[config.mk]
export PLATFORM = sky130hd
export DESIGN_NAME = rmd_deglitch
export DESIGN_NICKNAME = d
export VERILOG_FILES = /design/src/rtl/rmd_pkg.sv /design/src/rtl/rmd_fifo.sv /design/src/rtl/rmd_deglitch.sv
export VERILOG_INCLUDE_DIRS = /design/src /design/src/rtl
export SDC_FILE = /design/constraint.sdc
export NUM_CORES = 1
export LEC_CHECK = 0
export BUFFER_PORTS_ARGS = -buffer_cell sky130_fd_sc_hd__clkbuf_2
export CORE_ASPECT_RATIO = 1.5
export CORE_MARGIN = 2
export CORE_UTILIZATION = 51
export CTS_CLUSTER_SIZE = 25
export DETAILED_ROUTE_END_ITERATION = 8
export PLACE_DENSITY = 0.73
export SETUP_SLACK_MARGIN = 0.02
export SKIP_LAST_GASP = 1
export SLEW_MARGIN = 20
export SYNTH_ARGS = -nofsm -noshare
export SYNTH_HDL_FRONTEND = slang
export SYNTH_SLANG_ARGS = --single-unit
export TNS_END_PERCENT = 10
[constraint.sdc]
create_clock -name clk_in -period 3.47 [get_ports clk_in]
set_input_delay 1.041 -clock clk_in [delete_from_list [all_inputs] [get_ports clk_in]]
set_output_delay 1.041 -clock clk_in [all_outputs]
set_load 0.01 [all_outputs]
[src/rtl/rmd_params.svh]
// Purpose: Constants of the median deglitch filter
// Assumes: Included by the package and design files
// Notes: Definitions only
`ifndef RMD_PARAMS_SVH
`define RMD_PARAMS_SVH

// ----------------------------------------
// Widths
// ----------------------------------------
`define RMD_HIST_W 15
`define RMD_CNT_W 4
`define RMD_CFG_W 4
`define RMD_WORD_W 6

// ----------------------------------------
// Window limits and oversampling figures
// ----------------------------------------
`define RMD_WIN_MIN 4'h1
`define RMD_WIN_MAX 4'hF
`define RMD_OVS_MIN 5
`define RMD_OVS_MAX 10
`define RMD_SPIKE_MAX 4'h2
`define RMD_SPIKE_WIN 4'h5

// ----------------------------------------
// Buffering
// ----------------------------------------
`define RMD_FIFO_DEPTH 4

// ----------------------------------------
// Reset values
// ----------------------------------------
`define RMD_HIST_RST 15'h0000
`define RMD_CNT_RST 4'h0
`define RMD_CFG_RST 4'h0
`define RMD_WIN_RST 4'h1

`endif

[src/rtl/rmd_pkg.sv]
// Purpose: Types of the median deglitch filter
// Assumes: rmd_params.svh gives the widths
// Notes: No logic here
`include "rmd_params.svh"

package rmd_pkg;

	typedef logic [`RMD_HIST_W-1:0] rmd_hist_t;
	typedef logic [`RMD_CNT_W-1:0] rmd_count_t;
	typedef logic [`RMD_CFG_W-1:0] rmd_cfg_t;

	// Capture of straps, then free running filter
	typedef enum logic {
		RMD_ST_CAPTURE,
		RMD_ST_RUN
	} rmd_state_e;

	// One filtered sample as it leaves through the buffer
	typedef struct packed {
		logic filtered;
		logic raw;
		rmd_count_t ones_count;
	} rmd_word_s;

endpackage

[src/rtl/rmd_fifo.sv]
// Purpose: Small flip-flop FIFO with valid/ready on both sides
// Assumes: One clock, synchronous active-low reset
// Notes: Full and empty are exact; no write while full
`timescale 1ns/1ps
`default_nettype none

module rmd_fifo #(
	parameter int WIDTH = 6,
	parameter int DEPTH = 4
) (
	input wire logic clk_in,
	input wire logic reset_n_in,
	input wire logic in_valid_in,
	output logic in_ready_out,
	input wire logic [WIDTH-1:0] in_data_in,
	output logic out_valid_out,
	input wire logic out_ready_in,
	output logic [WIDTH-1:0] out_data_out
);

	localparam int AW = (DEPTH > 1) ? $clog2(DEPTH) : 1;

	logic [WIDTH-1:0] store [DEPTH];
	logic [AW-1:0] wr_idx;
	logic [AW-1:0] rd_idx;
	logic [AW:0] fill;
	logic do_wr;
	logic do_rd;

	// ----------------------------------------
	// Handshake decode
	// ----------------------------------------
	// Compared at the counter's width: DEPTH itself does not fit in AW bits
	assign in_ready_out = (fill != (AW+1)'(DEPTH));
	assign out_valid_out = (fill != '0);
	assign do_wr = in_valid_in & in_ready_out;
	assign do_rd = out_valid_out & out_ready_in;
	assign out_data_out = store[rd_idx];

	// Pointers wrap at DEPTH so any depth works
	always_ff @(posedge clk_in)
	begin
		if (!reset_n_in)
		begin
			wr_idx <= '0;
			rd_idx <= '0;
			fill <= '0;
		end
		else
		begin
			if (do_wr)
				wr_idx <= (wr_idx == AW'(DEPTH - 1)) ? '0 : wr_idx + 1'b1;
			if (do_rd)
				rd_idx <= (rd_idx == AW'(DEPTH - 1)) ? '0 : rd_idx + 1'b1;
			fill <= fill + (AW+1)'(do_wr) - (AW+1)'(do_rd);
		end
	end

	// Storage needs no reset; valid gates every read
	always_ff @(posedge clk_in)
	begin
		if (do_wr)
			store[wr_idx] <= in_data_in;
	end

endmodule // rmd_fifo

`default_nettype wire

[src/rtl/rmd_deglitch.sv]
// Purpose: Majority (median) deglitch filter on the demodulated data pin
// Assumes: clk_in 100 MHz; sample_tick_in one pulse per oversampling tick
// Notes: Window length and packet switches are caught once after reset
//
// Notes on behaviour
// - Take the raw data pin once per tick; tick is 5-10x data rate.
// - Window length is one to fifteen samples, fixed before running.
// - Ones count and history update on every oversampling tick taken while the buffer has room.
// - Oldest-position mask is one-hot at bit window length minus one.
// - Decrement the count when the oldest bit is one, before shifting.
// - Shift history left, new sample into bit zero, count it if one.
// - Output is one when count exceeds window length divided by two.
// - Spikes of one or two ticks are removed from the data when the window is five or more.
// - Filtering and retiming step are evaluated in the same tick.
// - Packet-type switches caught once at start; later changes ignored.
`timescale 1ns/1ps
`default_nettype none
`include "rmd_params.svh"

module rmd_deglitch (
	input wire logic clk_in,
	input wire logic reset_n_in,
	input wire logic demod_data_in,
	input wire logic sample_tick_in,
	input wire logic [3:0] window_len_in,
	input wire logic [3:0] packet_switch_in,
	output logic sample_ready_out,
	output logic filtered_sample_out,
	output logic [3:0] ones_count_out,
	output logic [3:0] window_len_out,
	output logic [3:0] packet_type_out,
	output logic config_valid_out,
	output logic overrun_out,
	output logic out_valid_out,
	input wire logic out_ready_in,
	output rmd_pkg::rmd_word_s out_data_out
);

	// ----------------------------------------
	// State
	// ----------------------------------------
	rmd_pkg::rmd_state_e state;
	rmd_pkg::rmd_state_e next_state;
	rmd_pkg::rmd_hist_t sample_history;
	rmd_pkg::rmd_hist_t next_history;
	rmd_pkg::rmd_hist_t oldest_position_mask;
	rmd_pkg::rmd_hist_t window_bits;
	rmd_pkg::rmd_count_t ones_count;
	rmd_pkg::rmd_count_t next_count;
	rmd_pkg::rmd_count_t window_len;
	rmd_pkg::rmd_count_t majority_threshold;
	rmd_pkg::rmd_cfg_t packet_type;
	rmd_pkg::rmd_word_s push_word;
	logic filtered_sample;
	logic next_filtered;
	logic overrun;
	logic running;
	logic oldest_bit;
	logic tick_take;
	logic tick_lost;
	logic fifo_ready;
	logic [4:0] count_wide;
	logic [3:0] len_clamped;

	// ----------------------------------------
	// Window decode
	// ----------------------------------------

	// A zero strap would give an empty window, so it counts as one
	assign len_clamped = (window_len_in == 4'h0) ? `RMD_WIN_MIN
		: window_len_in;

	// One-hot mask on the sample about to leave the window
	assign oldest_position_mask =
		rmd_pkg::rmd_hist_t'(15'h0001 << (window_len - 4'h1));
	assign window_bits = rmd_pkg::rmd_hist_t'(
		{oldest_position_mask, 1'b0} - 16'h0001);
	assign oldest_bit = |(sample_history & oldest_position_mask);

	// Halving truncates, so odd windows need a strict majority
	assign majority_threshold = window_len >> 1;

	// ----------------------------------------
	// Tick acceptance
	// ----------------------------------------

	// A tick is taken only while the buffer has room; a full buffer
	// would otherwise lose a filtered sample without trace
	assign running = (state == rmd_pkg::RMD_ST_RUN);
	assign tick_take = running & sample_tick_in & fifo_ready;
	assign tick_lost = running & sample_tick_in & ~fifo_ready;
	assign sample_ready_out = running & fifo_ready;

	// ----------------------------------------
	// Next history, count and output
	// ----------------------------------------

	// Leaving sample out first, new sample in second
	assign count_wide = {1'b0, ones_count} - {4'h0, oldest_bit}
		+ {4'h0, demod_data_in};
	assign next_history = tick_take
		? {sample_history[`RMD_HIST_W-2:0], demod_data_in}
		: sample_history;
	assign next_count = tick_take ? count_wide[3:0] : ones_count;

	// Decided from the new count so the filtered value is ready at the
	// same edge the sample is taken, leaving a retimer the same tick
	assign next_filtered = (next_count > majority_threshold);

	// ----------------------------------------
	// Start-up sequencing
	// ----------------------------------------

	// The receiver sets itself up from its own straps and needs no
	// command, so the filter only waits for its own capture
	always_comb
	begin
		next_state = state;
		case (state)
			rmd_pkg::RMD_ST_CAPTURE: next_state = rmd_pkg::RMD_ST_RUN;
			rmd_pkg::RMD_ST_RUN: next_state = rmd_pkg::RMD_ST_RUN;
			default: next_state = rmd_pkg::RMD_ST_CAPTURE;
		endcase
	end

	always_ff @(posedge clk_in)
	begin
		if (!reset_n_in)
			state <= rmd_pkg::RMD_ST_CAPTURE;
		else
			state <= next_state;
	end

	// Straps caught once at the edge after reset release
	always_ff @(posedge clk_in)
	begin
		if (!reset_n_in)
		begin
			window_len <= `RMD_WIN_RST;
			packet_type <= `RMD_CFG_RST;
		end
		else if (state == rmd_pkg::RMD_ST_CAPTURE)
		begin
			window_len <= len_clamped;
			packet_type <= packet_switch_in;
		end
	end

	// ----------------------------------------
	// Filter registers
	// ----------------------------------------
	always_ff @(posedge clk_in)
	begin
		if (!reset_n_in)
		begin
			sample_history <= `RMD_HIST_RST;
			ones_count <= `RMD_CNT_RST;
			filtered_sample <= 1'b0;
		end
		else
		begin
			sample_history <= next_history;
			ones_count <= next_count;
			filtered_sample <= next_filtered;
		end
	end

	// Lost tick is sticky until reset; no software clears it
	always_ff @(posedge clk_in)
	begin
		if (!reset_n_in)
			overrun <= 1'b0;
		else if (tick_lost)
			overrun <= 1'b1;
	end

	// ----------------------------------------
	// Output buffer
	// ----------------------------------------

	// Word pushed carries the value the registers take at this edge
	assign push_word.filtered = next_filtered;
	assign push_word.raw = demod_data_in;
	assign push_word.ones_count = next_count;

	rmd_fifo #(
		.WIDTH(`RMD_WORD_W),
		.DEPTH(`RMD_FIFO_DEPTH)
	) u_fifo (
		.clk_in(clk_in),
		.reset_n_in(reset_n_in),
		.in_valid_in(tick_take),
		.in_ready_out(fifo_ready),
		.in_data_in(push_word),
		.out_valid_out(out_valid_out),
		.out_ready_in(out_ready_in),
		.out_data_out(out_data_out)
	);

	// ----------------------------------------
	// Outputs
	// ----------------------------------------
	assign filtered_sample_out = filtered_sample;
	assign ones_count_out = ones_count;
	assign window_len_out = window_len;
	assign packet_type_out = packet_type;
	assign config_valid_out = running;
	assign overrun_out = overrun;

	// ----------------------------------------
	// Assertions
	// ----------------------------------------

	// Count always equals the ones inside the window
	AST_COUNT_MATCH: assert property (@(posedge clk_in)
		disable iff (!reset_n_in)
		running |-> (32'(ones_count)
			== $countones(sample_history & window_bits)))
		else $error("ones count differs from window contents");

	// Mask is one-hot at window length minus one
	AST_MASK_ONEHOT: assert property (@(posedge clk_in)
		disable iff (!reset_n_in)
		running |-> ($onehot(oldest_position_mask)
			&& oldest_position_mask[window_len - 4'h1]))
		else $error("oldest position mask misplaced");

	// Taken tick shifts left with the raw sample in bit zero
	AST_SHIFT_IN: assert property (@(posedge clk_in)
		disable iff (!reset_n_in)
		tick_take |=> (sample_history[0] == $past(demod_data_in))
			&& (sample_history[14:1] == $past(sample_history[13:0])))
		else $error("history did not shift in the sample");

	// Count moves by new sample minus the leaving one
	AST_COUNT_STEP: assert property (@(posedge clk_in)
		disable iff (!reset_n_in)
		tick_take |=> (5'(ones_count) + 5'($past(oldest_bit))
			== 5'($past(ones_count)) + 5'($past(demod_data_in))))
		else $error("ones count step wrong");

	// Without a tick nothing in the window moves
	AST_HOLD: assert property (@(posedge clk_in)
		disable iff (!reset_n_in)
		!tick_take |=> $stable(sample_history) && $stable(ones_count))
		else $error("window moved without a tick");

	// Output follows strict majority of the current count
	AST_MAJORITY: assert property (@(posedge clk_in)
		disable iff (!reset_n_in)
		running |-> (filtered_sample == (ones_count > majority_threshold)))
		else $error("filtered output not the majority");

	// Two or fewer ones never pass a window of five or more
	AST_SPIKE: assert property (@(posedge clk_in)
		disable iff (!reset_n_in)
		(running && window_len >= `RMD_SPIKE_WIN
			&& ones_count <= `RMD_SPIKE_MAX) |-> !filtered_sample)
		else $error("short spike reached the output");

	// Straps stay frozen once running, window length in range
	AST_CFG_FROZEN: assert property (@(posedge clk_in)
		disable iff (!reset_n_in)
		running |=> $stable(packet_type) && $stable(window_len)
			&& (window_len >= `RMD_WIN_MIN))
		else $error("captured setup changed while running");

	// Capture cycle after reset starts from a clean window
	AST_RESET_CLEAR: assert property (@(posedge clk_in)
		disable iff (!reset_n_in)
		(state == rmd_pkg::RMD_ST_CAPTURE) |-> (sample_history == '0)
			&& (ones_count == '0) && !filtered_sample)
		else $error("state not cleared after reset");

	// Pushed word matches the filtered value of the same edge
	AST_SAME_TICK: assert property (@(posedge clk_in)
		disable iff (!reset_n_in)
		tick_take |=> (filtered_sample == $past(next_filtered)))
		else $error("filtered sample not taken with the tick");

	// Captured length is the strap, with zero taken as one
	AST_WIN_CAPTURE: assert property (@(posedge clk_in)
		disable iff (!reset_n_in)
		(state == rmd_pkg::RMD_ST_CAPTURE) |=> (window_len
			== (($past(window_len_in) == 4'h0) ? `RMD_WIN_MIN
			: $past(window_len_in))))
		else $error("window length not captured from the strap");

	// A refused tick leaves the window alone and marks the loss
	AST_TICK_LOST: assert property (@(posedge clk_in)
		disable iff (!reset_n_in)
		tick_lost |=> overrun && $stable(sample_history)
			&& $stable(ones_count))
		else $error("lost tick not flagged or window moved");

	// Every taken tick leaves a word waiting in the buffer
	AST_TICK_PUSH: assert property (@(posedge clk_in)
		disable iff (!reset_n_in)
		tick_take |=> out_valid_out)
		else $error("taken tick left no word in the buffer");

endmodule // rmd_deglitch

`default_nettype wire

==> out/qor.csv, run 1 <==
stage,metric,value,unit
floorplan,Die Y,94.5,um
worst_setup_path,critical path class,reg2reg,
global_routing,vias in the first global route,1898,
cells_and_area,final core occ,62.3,%
cells_and_area,Post-Layout Cell Count,376,
worst_setup_path,Startpoint Class,flop,
pwr,LEAKAGE,1.38,nW
worst_setup_path,Reg2Reg Capture Point,u_fifo.store[3][5],
cells_and_area,"most common cell after layout, fill and taps aside",nand2_1,
worst_setup_path,"Max stage delay cell, worst path",mux4_2,
clock_network,total CTS buffers,9,
worst_setup_path,crit path DAT,3500,ps
pwr,internal power,1.43,mW
place,DP Cell Count,358,
sta,Slew Limit Fails,0,
status,status,"complete, no violations",
sta,minimum clock period,3450,ps
sta,Clock Skew,9.54,ps
floorplan,Rows,33,
synth,count of cell types in the netlist,37,
sta,setup_tns,0,ps
worst_setup_path,launch point of the worst path,window_len_out[0],
route,Vias per Instance,5.11,
global_routing,first-pass GRT wire length,8570,um
min_path,Hold Startpoint,sample_history[14],
cells_and_area,# diodes,0,
clock_network,Worst-Skew Late Latency,330,ps
flow_run,max_cap viols,0,
cells_and_area,highest-count cells in the layout ignoring fill and taps,"nand2_1 (39), dfxtp_1 (37), clkbuf_2 (35)",
synth,dominant cells by area after synthesis,"dfxtp_1 (28%), edfxtp_1 (26%), ha_1 (6.7%)",
clock_network,CTS tree,built,
route,Vias,1922,
sta,Hold WS,460,ps
sta,final worst-path cycle share,99.3,%
synth,synthesized instance count,249,
sta,fmax,290,MHz
synth,"Cell Area, Synth",2790,um2
pwr,Sw Share,27.3,%
synth,Post-Syn Area per Cell,11.2,um2
synth,syn_nets,279,
worst_setup_path,Critical Path End Type,flop,
floorplan,number of I/O pins,36,
pwr,worst vdd ir,311,uV
route,Routed WL,5150,um
clock_network,clk buf depth,2,
floorplan,CORE AREA,5370,um2
clock_network,clk sinks,63,
cells_and_area,nets@finish,331,
pwr,PwrDens,589,nW/um2
worst_setup_path,crit path max fanout,4,
floorplan,Die ar.,6080,um2
clock_network,H-tree Lvls,3,
synth,Synthesis Warnings,0,
sta,worst slew pin tran,408,ps
place,DP HPWL,3650,um
global_routing,largest net degree at the start of global routing,34,
pwr,power share of the combinational group,22.4,%
synth,post-synth top area cell,dfxtp_1,
sta,Hold Fails Final Rpt,0,
clock_network,cell chosen for the clock root,clkbuf_8,
synth,post-synthesis sequential area ratio,53.9,%
route,Initial DRT Pass Iterations,4,
route,DRC Markers,0,
worst_setup_path,peak per-stage delay on the critical path,490,ps
worst_setup_path,R2R depth,13,
floorplan,initial core utilization,51.9,%
global_routing,"Remaining Overflow, GRT",0,
worst_setup_path,Critical Path Sink,u_fifo.store[3][5],
synth,Synth top area share,28.0,%
route,routed len/inst,13.7,um
cells_and_area,area grow syn2layout,20.0,%
sta,final setup fails,0,
sta,Slew HR,72.8,%
synth,Synth Register Bits,63,
pwr,Clock power frac,32.1,%
worst_setup_path,Worst Path Required,3530,ps
global_routing,initial antenna violation count,0,
clock_network,clock-pin slew on the worst setup and hold paths,60,ps
pwr,sequential power share,45.5,%
worst_setup_path,Critical R2R Launch,window_len_out[0],
floorplan,Die W,64.3,um
route,Initial DRC Count,40,
min_path,Hold Path Class,reg2reg,
cells_and_area,share of cells above drive strength 1,28.8,%
pwr,total power,1.97,mW
worst_setup_path,crit-path cells,mux4_2 -> mux2i_1 -> o221ai_1 -> ha_1 -> inv_2 -> ha_2 -> fa_1 -> mux2_4 -> ha_4 -> nor2b_1 -> o21a_1 -> o21ai_2 -> nand3_2,
route,Antenna Nets Post-Route,0,
place,routability cong.,0.788,
pwr,NetSw,0.537,mW
place,IO buf count,35,
global_routing,Total GRT Usage,18.9,%
worst_setup_path,FF-to-FF setup slack,20,ps
sta,RSZ-0062 raised after global routing,true,
==> how the worst min path moves through the flow <==
stage	endpoint	slack [ps]	cells after the start
after detailed placement	sample_history[14]	450	2
after global routing	sample_history[14]	490	2
after global placement	sample_history[14]	450	2
after floorplan	sample_history[14]	440	2
after CTS	sample_history[14]	460	2
final	sample_history[14]	460	2
==> state kept, by name, summed over array words and instances, names as in the netlist, named ones only <==
name                 cells
filtered_sample_out      1
ones_count_out           4
packet_type_out          4
sample_history          15
overrun_out              1
u_fifo.rd_idx            2
config_valid_out         1
u_fifo.store            24
window_len_out           4
u_fifo.fill              3
u_fifo.wr_idx            2
==> logic make-up after synthesis <==
| kind of cell | share of synthesized area [%] |
|---|---|
| buffers and inverters | 5.03 |
| AOI/OAI and AO/OA | 6.92 |
| muxes | 11.4 |
| DFF | 53.9 |
| xor gates and xnor gates | 1.26 |
| and+or+nand+nor | 13.3 |
| adders and majority gates | 8.18 |
==> through the flow <==
stage,setup slack (ps),instance area [um2]
final,24.7,3340
after global routing,-126,3340
after CTS,21.3,3330
after detailed placement,-73.3,3110
after global placement,17.3,3110
after floorplan,6.94,2810
==> metal layers <==
layer / wire length (um) / GRT usage, % / up-vias
met5: 0 / 0 / -
met1: 1980 / 19.8 / 908
met2: 2860 / 33.9 / 39
li1: - / - / 963
met3: 178 / 3.46 / 12
met4: 119 / 12.6 / 0
==> layout make-up <==
| type | count | area (um2) |
|---|---|---|
| clock buffers | 13 | 159 |
| clock inverters | 3 | 42.5 |
| fillers | 466 | 2030 |
| inverters | 19 | 71.3 |
| multi-input cells | 156 | 1170 |
| flip-flops and latches | 63 | 1500 |
| well taps | 70 | 87.6 |
| repair buffers | 52 | 303 |
==> critical path: cells and delay by family (launching register included) <==
family / cells / cell delay [ps]
fa+ha+maj: 4 / 1110
mux: 3 / 920
compound gates: 3 / 490
flops: 1 / 350
simple gates: 2 / 240
buf+inv: 1 / 40
==> power groups by stage <==
stage                     Sequential, mW  Combinational (mW)  Clock, mW
after floorplan                    0.898               0.311          0
after detailed placement           0.915               0.432          0
final                              0.896               0.441      0.631
after global placement             0.911               0.420          0
after CTS                          0.899               0.443      0.646
after global routing               0.907               0.504      0.672
==> repair_timing <==
action                                 4_1_cts  5_1_grt
hold buffers                                 0        0
pin swaps                                    3        3
setup endpoints to repair                    5        5
endpoints found under the hold margin        0        0
resized for setup                            3        3
buffers inserted                             1        1
==> synthesized netlist by cell type <==
cell       number
o211ai_1        1
inv_1          18
and3_1          2
mux2i_1        11
nor2b_1         2
dfxtp_1        39
o2111ai_1       1
and2_1          7
xnor2_1         3
o221ai_1        1
a31oi_1         2
mux2_2          1
ha_1           15
and3b_1         1
nor2_1         14
or3b_4          1
nand3_2         1
o21ai_0         2
nor3_1          3
or3_1           3
mux2_4          1
a211oi_1        1
buf_6           3
buf_1           1
o21a_1          1
inv_2           1
a21o_1          2
clkbuf_1        3
mux4_2          8
fa_1            2
buf_2           4
xor2_1          1
a21oi_1        23
nand3b_1        2
nand2_1        39
nand3_1         5
edfxtp_1       24
Power figures use the tool's default switching activity.
==> run 2: changes to the inputs <==
--- a/config.mk
+++ b/config.mk
@@ -6,13 +6,15 @@
 export SDC_FILE = /design/constraint.sdc
 export NUM_CORES = 1
 export LEC_CHECK = 0
+export ABC_AREA = 1
 export BUFFER_PORTS_ARGS = -buffer_cell sky130_fd_sc_hd__clkbuf_2
 export CORE_ASPECT_RATIO = 1.5
 export CORE_MARGIN = 2
-export CORE_UTILIZATION = 51
+export CORE_UTILIZATION = 52
 export CTS_CLUSTER_SIZE = 25
 export DETAILED_ROUTE_END_ITERATION = 8
-export PLACE_DENSITY = 0.73
+export GPL_ROUTABILITY_DRIVEN = 0
+export PLACE_DENSITY = 0.74
 export SETUP_SLACK_MARGIN = 0.02
 export SKIP_LAST_GASP = 1
 export SLEW_MARGIN = 20
==> run 2 against run 1 <==
  * Sequential share of layout area increased by 0.46 points
  * Design area shrank 1.0%
  * Area after synthesis up 2.9%
  * Global-route usage increased by 1.0 points
  * Utilization is 1.1 points lower
  * Final cell count is 17% higher
  * First-iteration DRC count increased to 2.7 times the previous value
  * Sequential power grew 8.9%
  * Synthesized cell count grew 29%
  * Combinational power up 45%
  * Largest cell class unchanged
  * Largest power group unchanged
==> out/qor.csv, run 2 <==
stage,metric,value,unit
status,status,"complete, no violations",
min_path,Hold Startpoint,overrun_out,
pwr,Sw Share,33.4,%
synth,Post-synth top flop,dfxtp_1,
worst_setup_path,"Max stage delay cell, worst path",fa_1,
worst_setup_path,Startpoint Class,flop,
sta,Slew Limit Fails,0,
synth,Post-Syn Area per Cell,8.90,um2
route,Routed WL,5360,um
sta,final worst-path cycle share,91.8,%
clock_network,H-tree Lvls,3,
cells_and_area,area grow syn2layout,15.5,%
global_routing,largest net degree at the start of global routing,32,
sta,Clock Skew,6.13,ps
synth,"Cell Area, Synth",2870,um2
sta,final setup fails,0,
clock_network,cell chosen for the clock root,clkbuf_8,
cells_and_area,Post-Layout Cell Count,439,
floorplan,Die W,64.6,um
clock_network,Worst-Skew Late Latency,330,ps
sta,fin worst setup slack,284,ps
cells_and_area,fin area,3310,um2
synth,syn_nets,352,
place,DP Cell Count,423,
pwr,LEAKAGE,1.49,nW
clock_network,CTS tree,built,
sta,fmax,314,MHz
route,routed len/inst,12.2,um
worst_setup_path,critical path class,reg2reg,
synth,dominant cells by area after synthesis,"dfxtp_1 (27%), edfxtp_1 (25%), nor2_1 (9.0%)",
cells_and_area,max reg flops,24,
pwr,sequential power share,45.1,%
place,DP HPWL,3980,um
worst_setup_path,Worst Path Required,3530,ps
synth,Post-synth top cells,"nor2_1 (69), o21ai_0 (40), dfxtp_1 (39), inv_1 (35), nand2_1 (35)",
synth,count of cell types in the netlist,31,
cells_and_area,# diodes,0,
pwr,PwrDens,655,nW/um2
sta,Hold Fails Final Rpt,0,
synth,Synthesis Warnings,0,
synth,ys async rst share,0,%
pwr,total power,2.17,mW
synth,synthesized instance count,322,
place,Post-DP Area,3120,um2
sta,setup_tns,0,ps
cells_and_area,highest-count cells in the layout ignoring fill and taps,"nor2_1 (69), o21ai_0 (40), dfxtp_1 (37)",
worst_setup_path,peak per-stage delay on the critical path,380,ps
floorplan,CORE AREA,5410,um2
floorplan,Rows,33,
global_routing,first-pass GRT wire length,9080,um
floorplan,Die Y,94.9,um
sta,Hold WS,459,ps
global_routing,Total GRT Usage,19.9,%
route,Antenna Nets Post-Route,0,
cells_and_area,final core occ,61.2,%
worst_setup_path,FF-to-FF setup slack,280,ps
floorplan,Die ar.,6130,um2
clock_network,total CTS buffers,9,
worst_setup_path,launch point of the worst path,window_len_out[2],
route,Vias per Instance,4.87,
route,Initial DRT Pass Iterations,4,
synth,post-synth top area cell,dfxtp_1,
pwr,Clock power frac,25.5,%
min_path,Hold Path Class,reg2reg,
floorplan,number of I/O pins,36,
sta,minimum clock period,3190,ps
global_routing,initial antenna violation count,0,
sta,RSZ-0062 raised after global routing,false,
synth,most common cell in the synthesized netlist,nor2_1,
worst_setup_path,crit path DAT,3250,ps
worst_setup_path,crit path max fanout,10,
clock_network,Setup Buffers After CTS,0,
clock_network,clk buf depth,2,
pwr,internal power,1.44,mW
worst_setup_path,crit-path cells,inv_4 -> nand3_2 -> xor2_2 -> nand3b_1 -> nand2_1 -> inv_1 -> ha_1 -> inv_1 -> ha_1 -> fa_1 -> xnor2_1 -> inv_1 -> o21ai_2 -> inv_2 -> ha_1 -> o21ai_0 -> nand2_1 -> nand2_1 -> nand3_2,
pwr,power share of the combinational group,29.5,%
pwr,worst vdd ir,297,uV
pwr,NetSw,0.724,mW
worst_setup_path,Critical R2R Launch,window_len_out[2],
worst_setup_path,Critical Path End Type,flop,
clock_network,clk sinks,63,
route,DRC Markers,0,
flow_run,max_cap viols,0,
place,Setup WS pre-CTS,182,ps
cells_and_area,"most common cell after layout, fill and taps aside",nor2_1,
synth,Synth top area share,27.2,%
synth,Synth Register Bits,63,
global_routing,vias in the first global route,2110,
synth,"EDFF count, synth",24,
synth,post-synthesis sequential area ratio,52.4,%
place,IO buf count,35,
cells_and_area,largest registers,"u_fifo.store (24), sample_history (15)",
route,Vias,2140,
sta,worst slew pin tran,594,ps
cells_and_area,nets@finish,394,
route,Initial DRC Count,109,
floorplan,initial core utilization,53.0,%
cells_and_area,Largest Register,u_fifo.store,
clock_network,Hold Buf Count CTS,0,
clock_network,post-CTS sizing,0,
cells_and_area,share of cells above drive strength 1,21.4,%
clock_network,clock-pin slew on the worst setup and hold paths,60,ps
sta,Slew HR,60.3,%
global_routing,"Remaining Overflow, GRT",0,
==> run 2: cell count changes after synthesis, moves of 4 or more <==
cell,delta
a21oi_1,-15
and2_1,-7
inv_1,+17
mux2i_1,-11
mux4_2,-8
nand2_1,-4
nand4_1,+6
nor2_1,+55
o21ai_0,+38
o22ai_1,+6
==> run 2: power by group through the flow <==
stage	Combinational, mW	Clock [mW]	Sequential, mW
CTS	0.641	0.567	0.977
floorplan	0.468	0	0.976
detailed placement	0.638	0	0.993
global placement	0.617	0	0.991
finish	0.639	0.551	0.976
global route	0.740	0.601	0.989
==> run 2: kinds of logic (layout without fill, tap and decap cells) <==
family,Yosys count,count (layout),share of synthesized area [%]
compound gates,59,59,11.3
fa+ha+maj,17,17,7.95
buf+inv,49,96,7.07
xor+xnor,5,5,1.79
simple gates,129,129,19.5
flops,63,63,52.4
==> run 2: layout make-up <==
type | instances | area [um2]
multi-input cells | 210 | 1170
repair buffers | 41 | 224
fillers | 484 | 2100
clock inverters | 3 | 17.5
flip-flops and latches | 63 | 1500
inverters | 39 | 149
clock buffers | 13 | 159
well taps | 70 | 87.6
==> run 2: worst paths after layout <==
path | to | cells past startpoint
setup / recovery | u_fifo.store[2][5] | 19
hold reg to reg | overrun_out | 2
setup reg to reg | u_fifo.store[2][5] | 19
hold / removal | overrun_out | 2
==> run 2: worst max-delay path, delay by kind of cell (launching register included) <==
kind                       cells  cell delay (ps)
and+or+nand+nor                6              550
adders and majority gates      4             1110
AOI/OAI and AO/OA              2              220
DFF                            1              350
buffers and inverters          5              360
xor gates and xnor gates       2              310
==> run 2: layer usage <==
layer / up-vias / part of all wire, % / track usage (%) / wire [um]
met5: - / 0 / 0 / 0
met3: 11 / 3.1 / 5.48 / 167
met1: 956 / 39 / 20.1 / 2120
li1: 1140 / - / - / -
met4: 0 / 2.2 / 11.0 / 120
met2: 33 / 55 / 36.5 / 2950
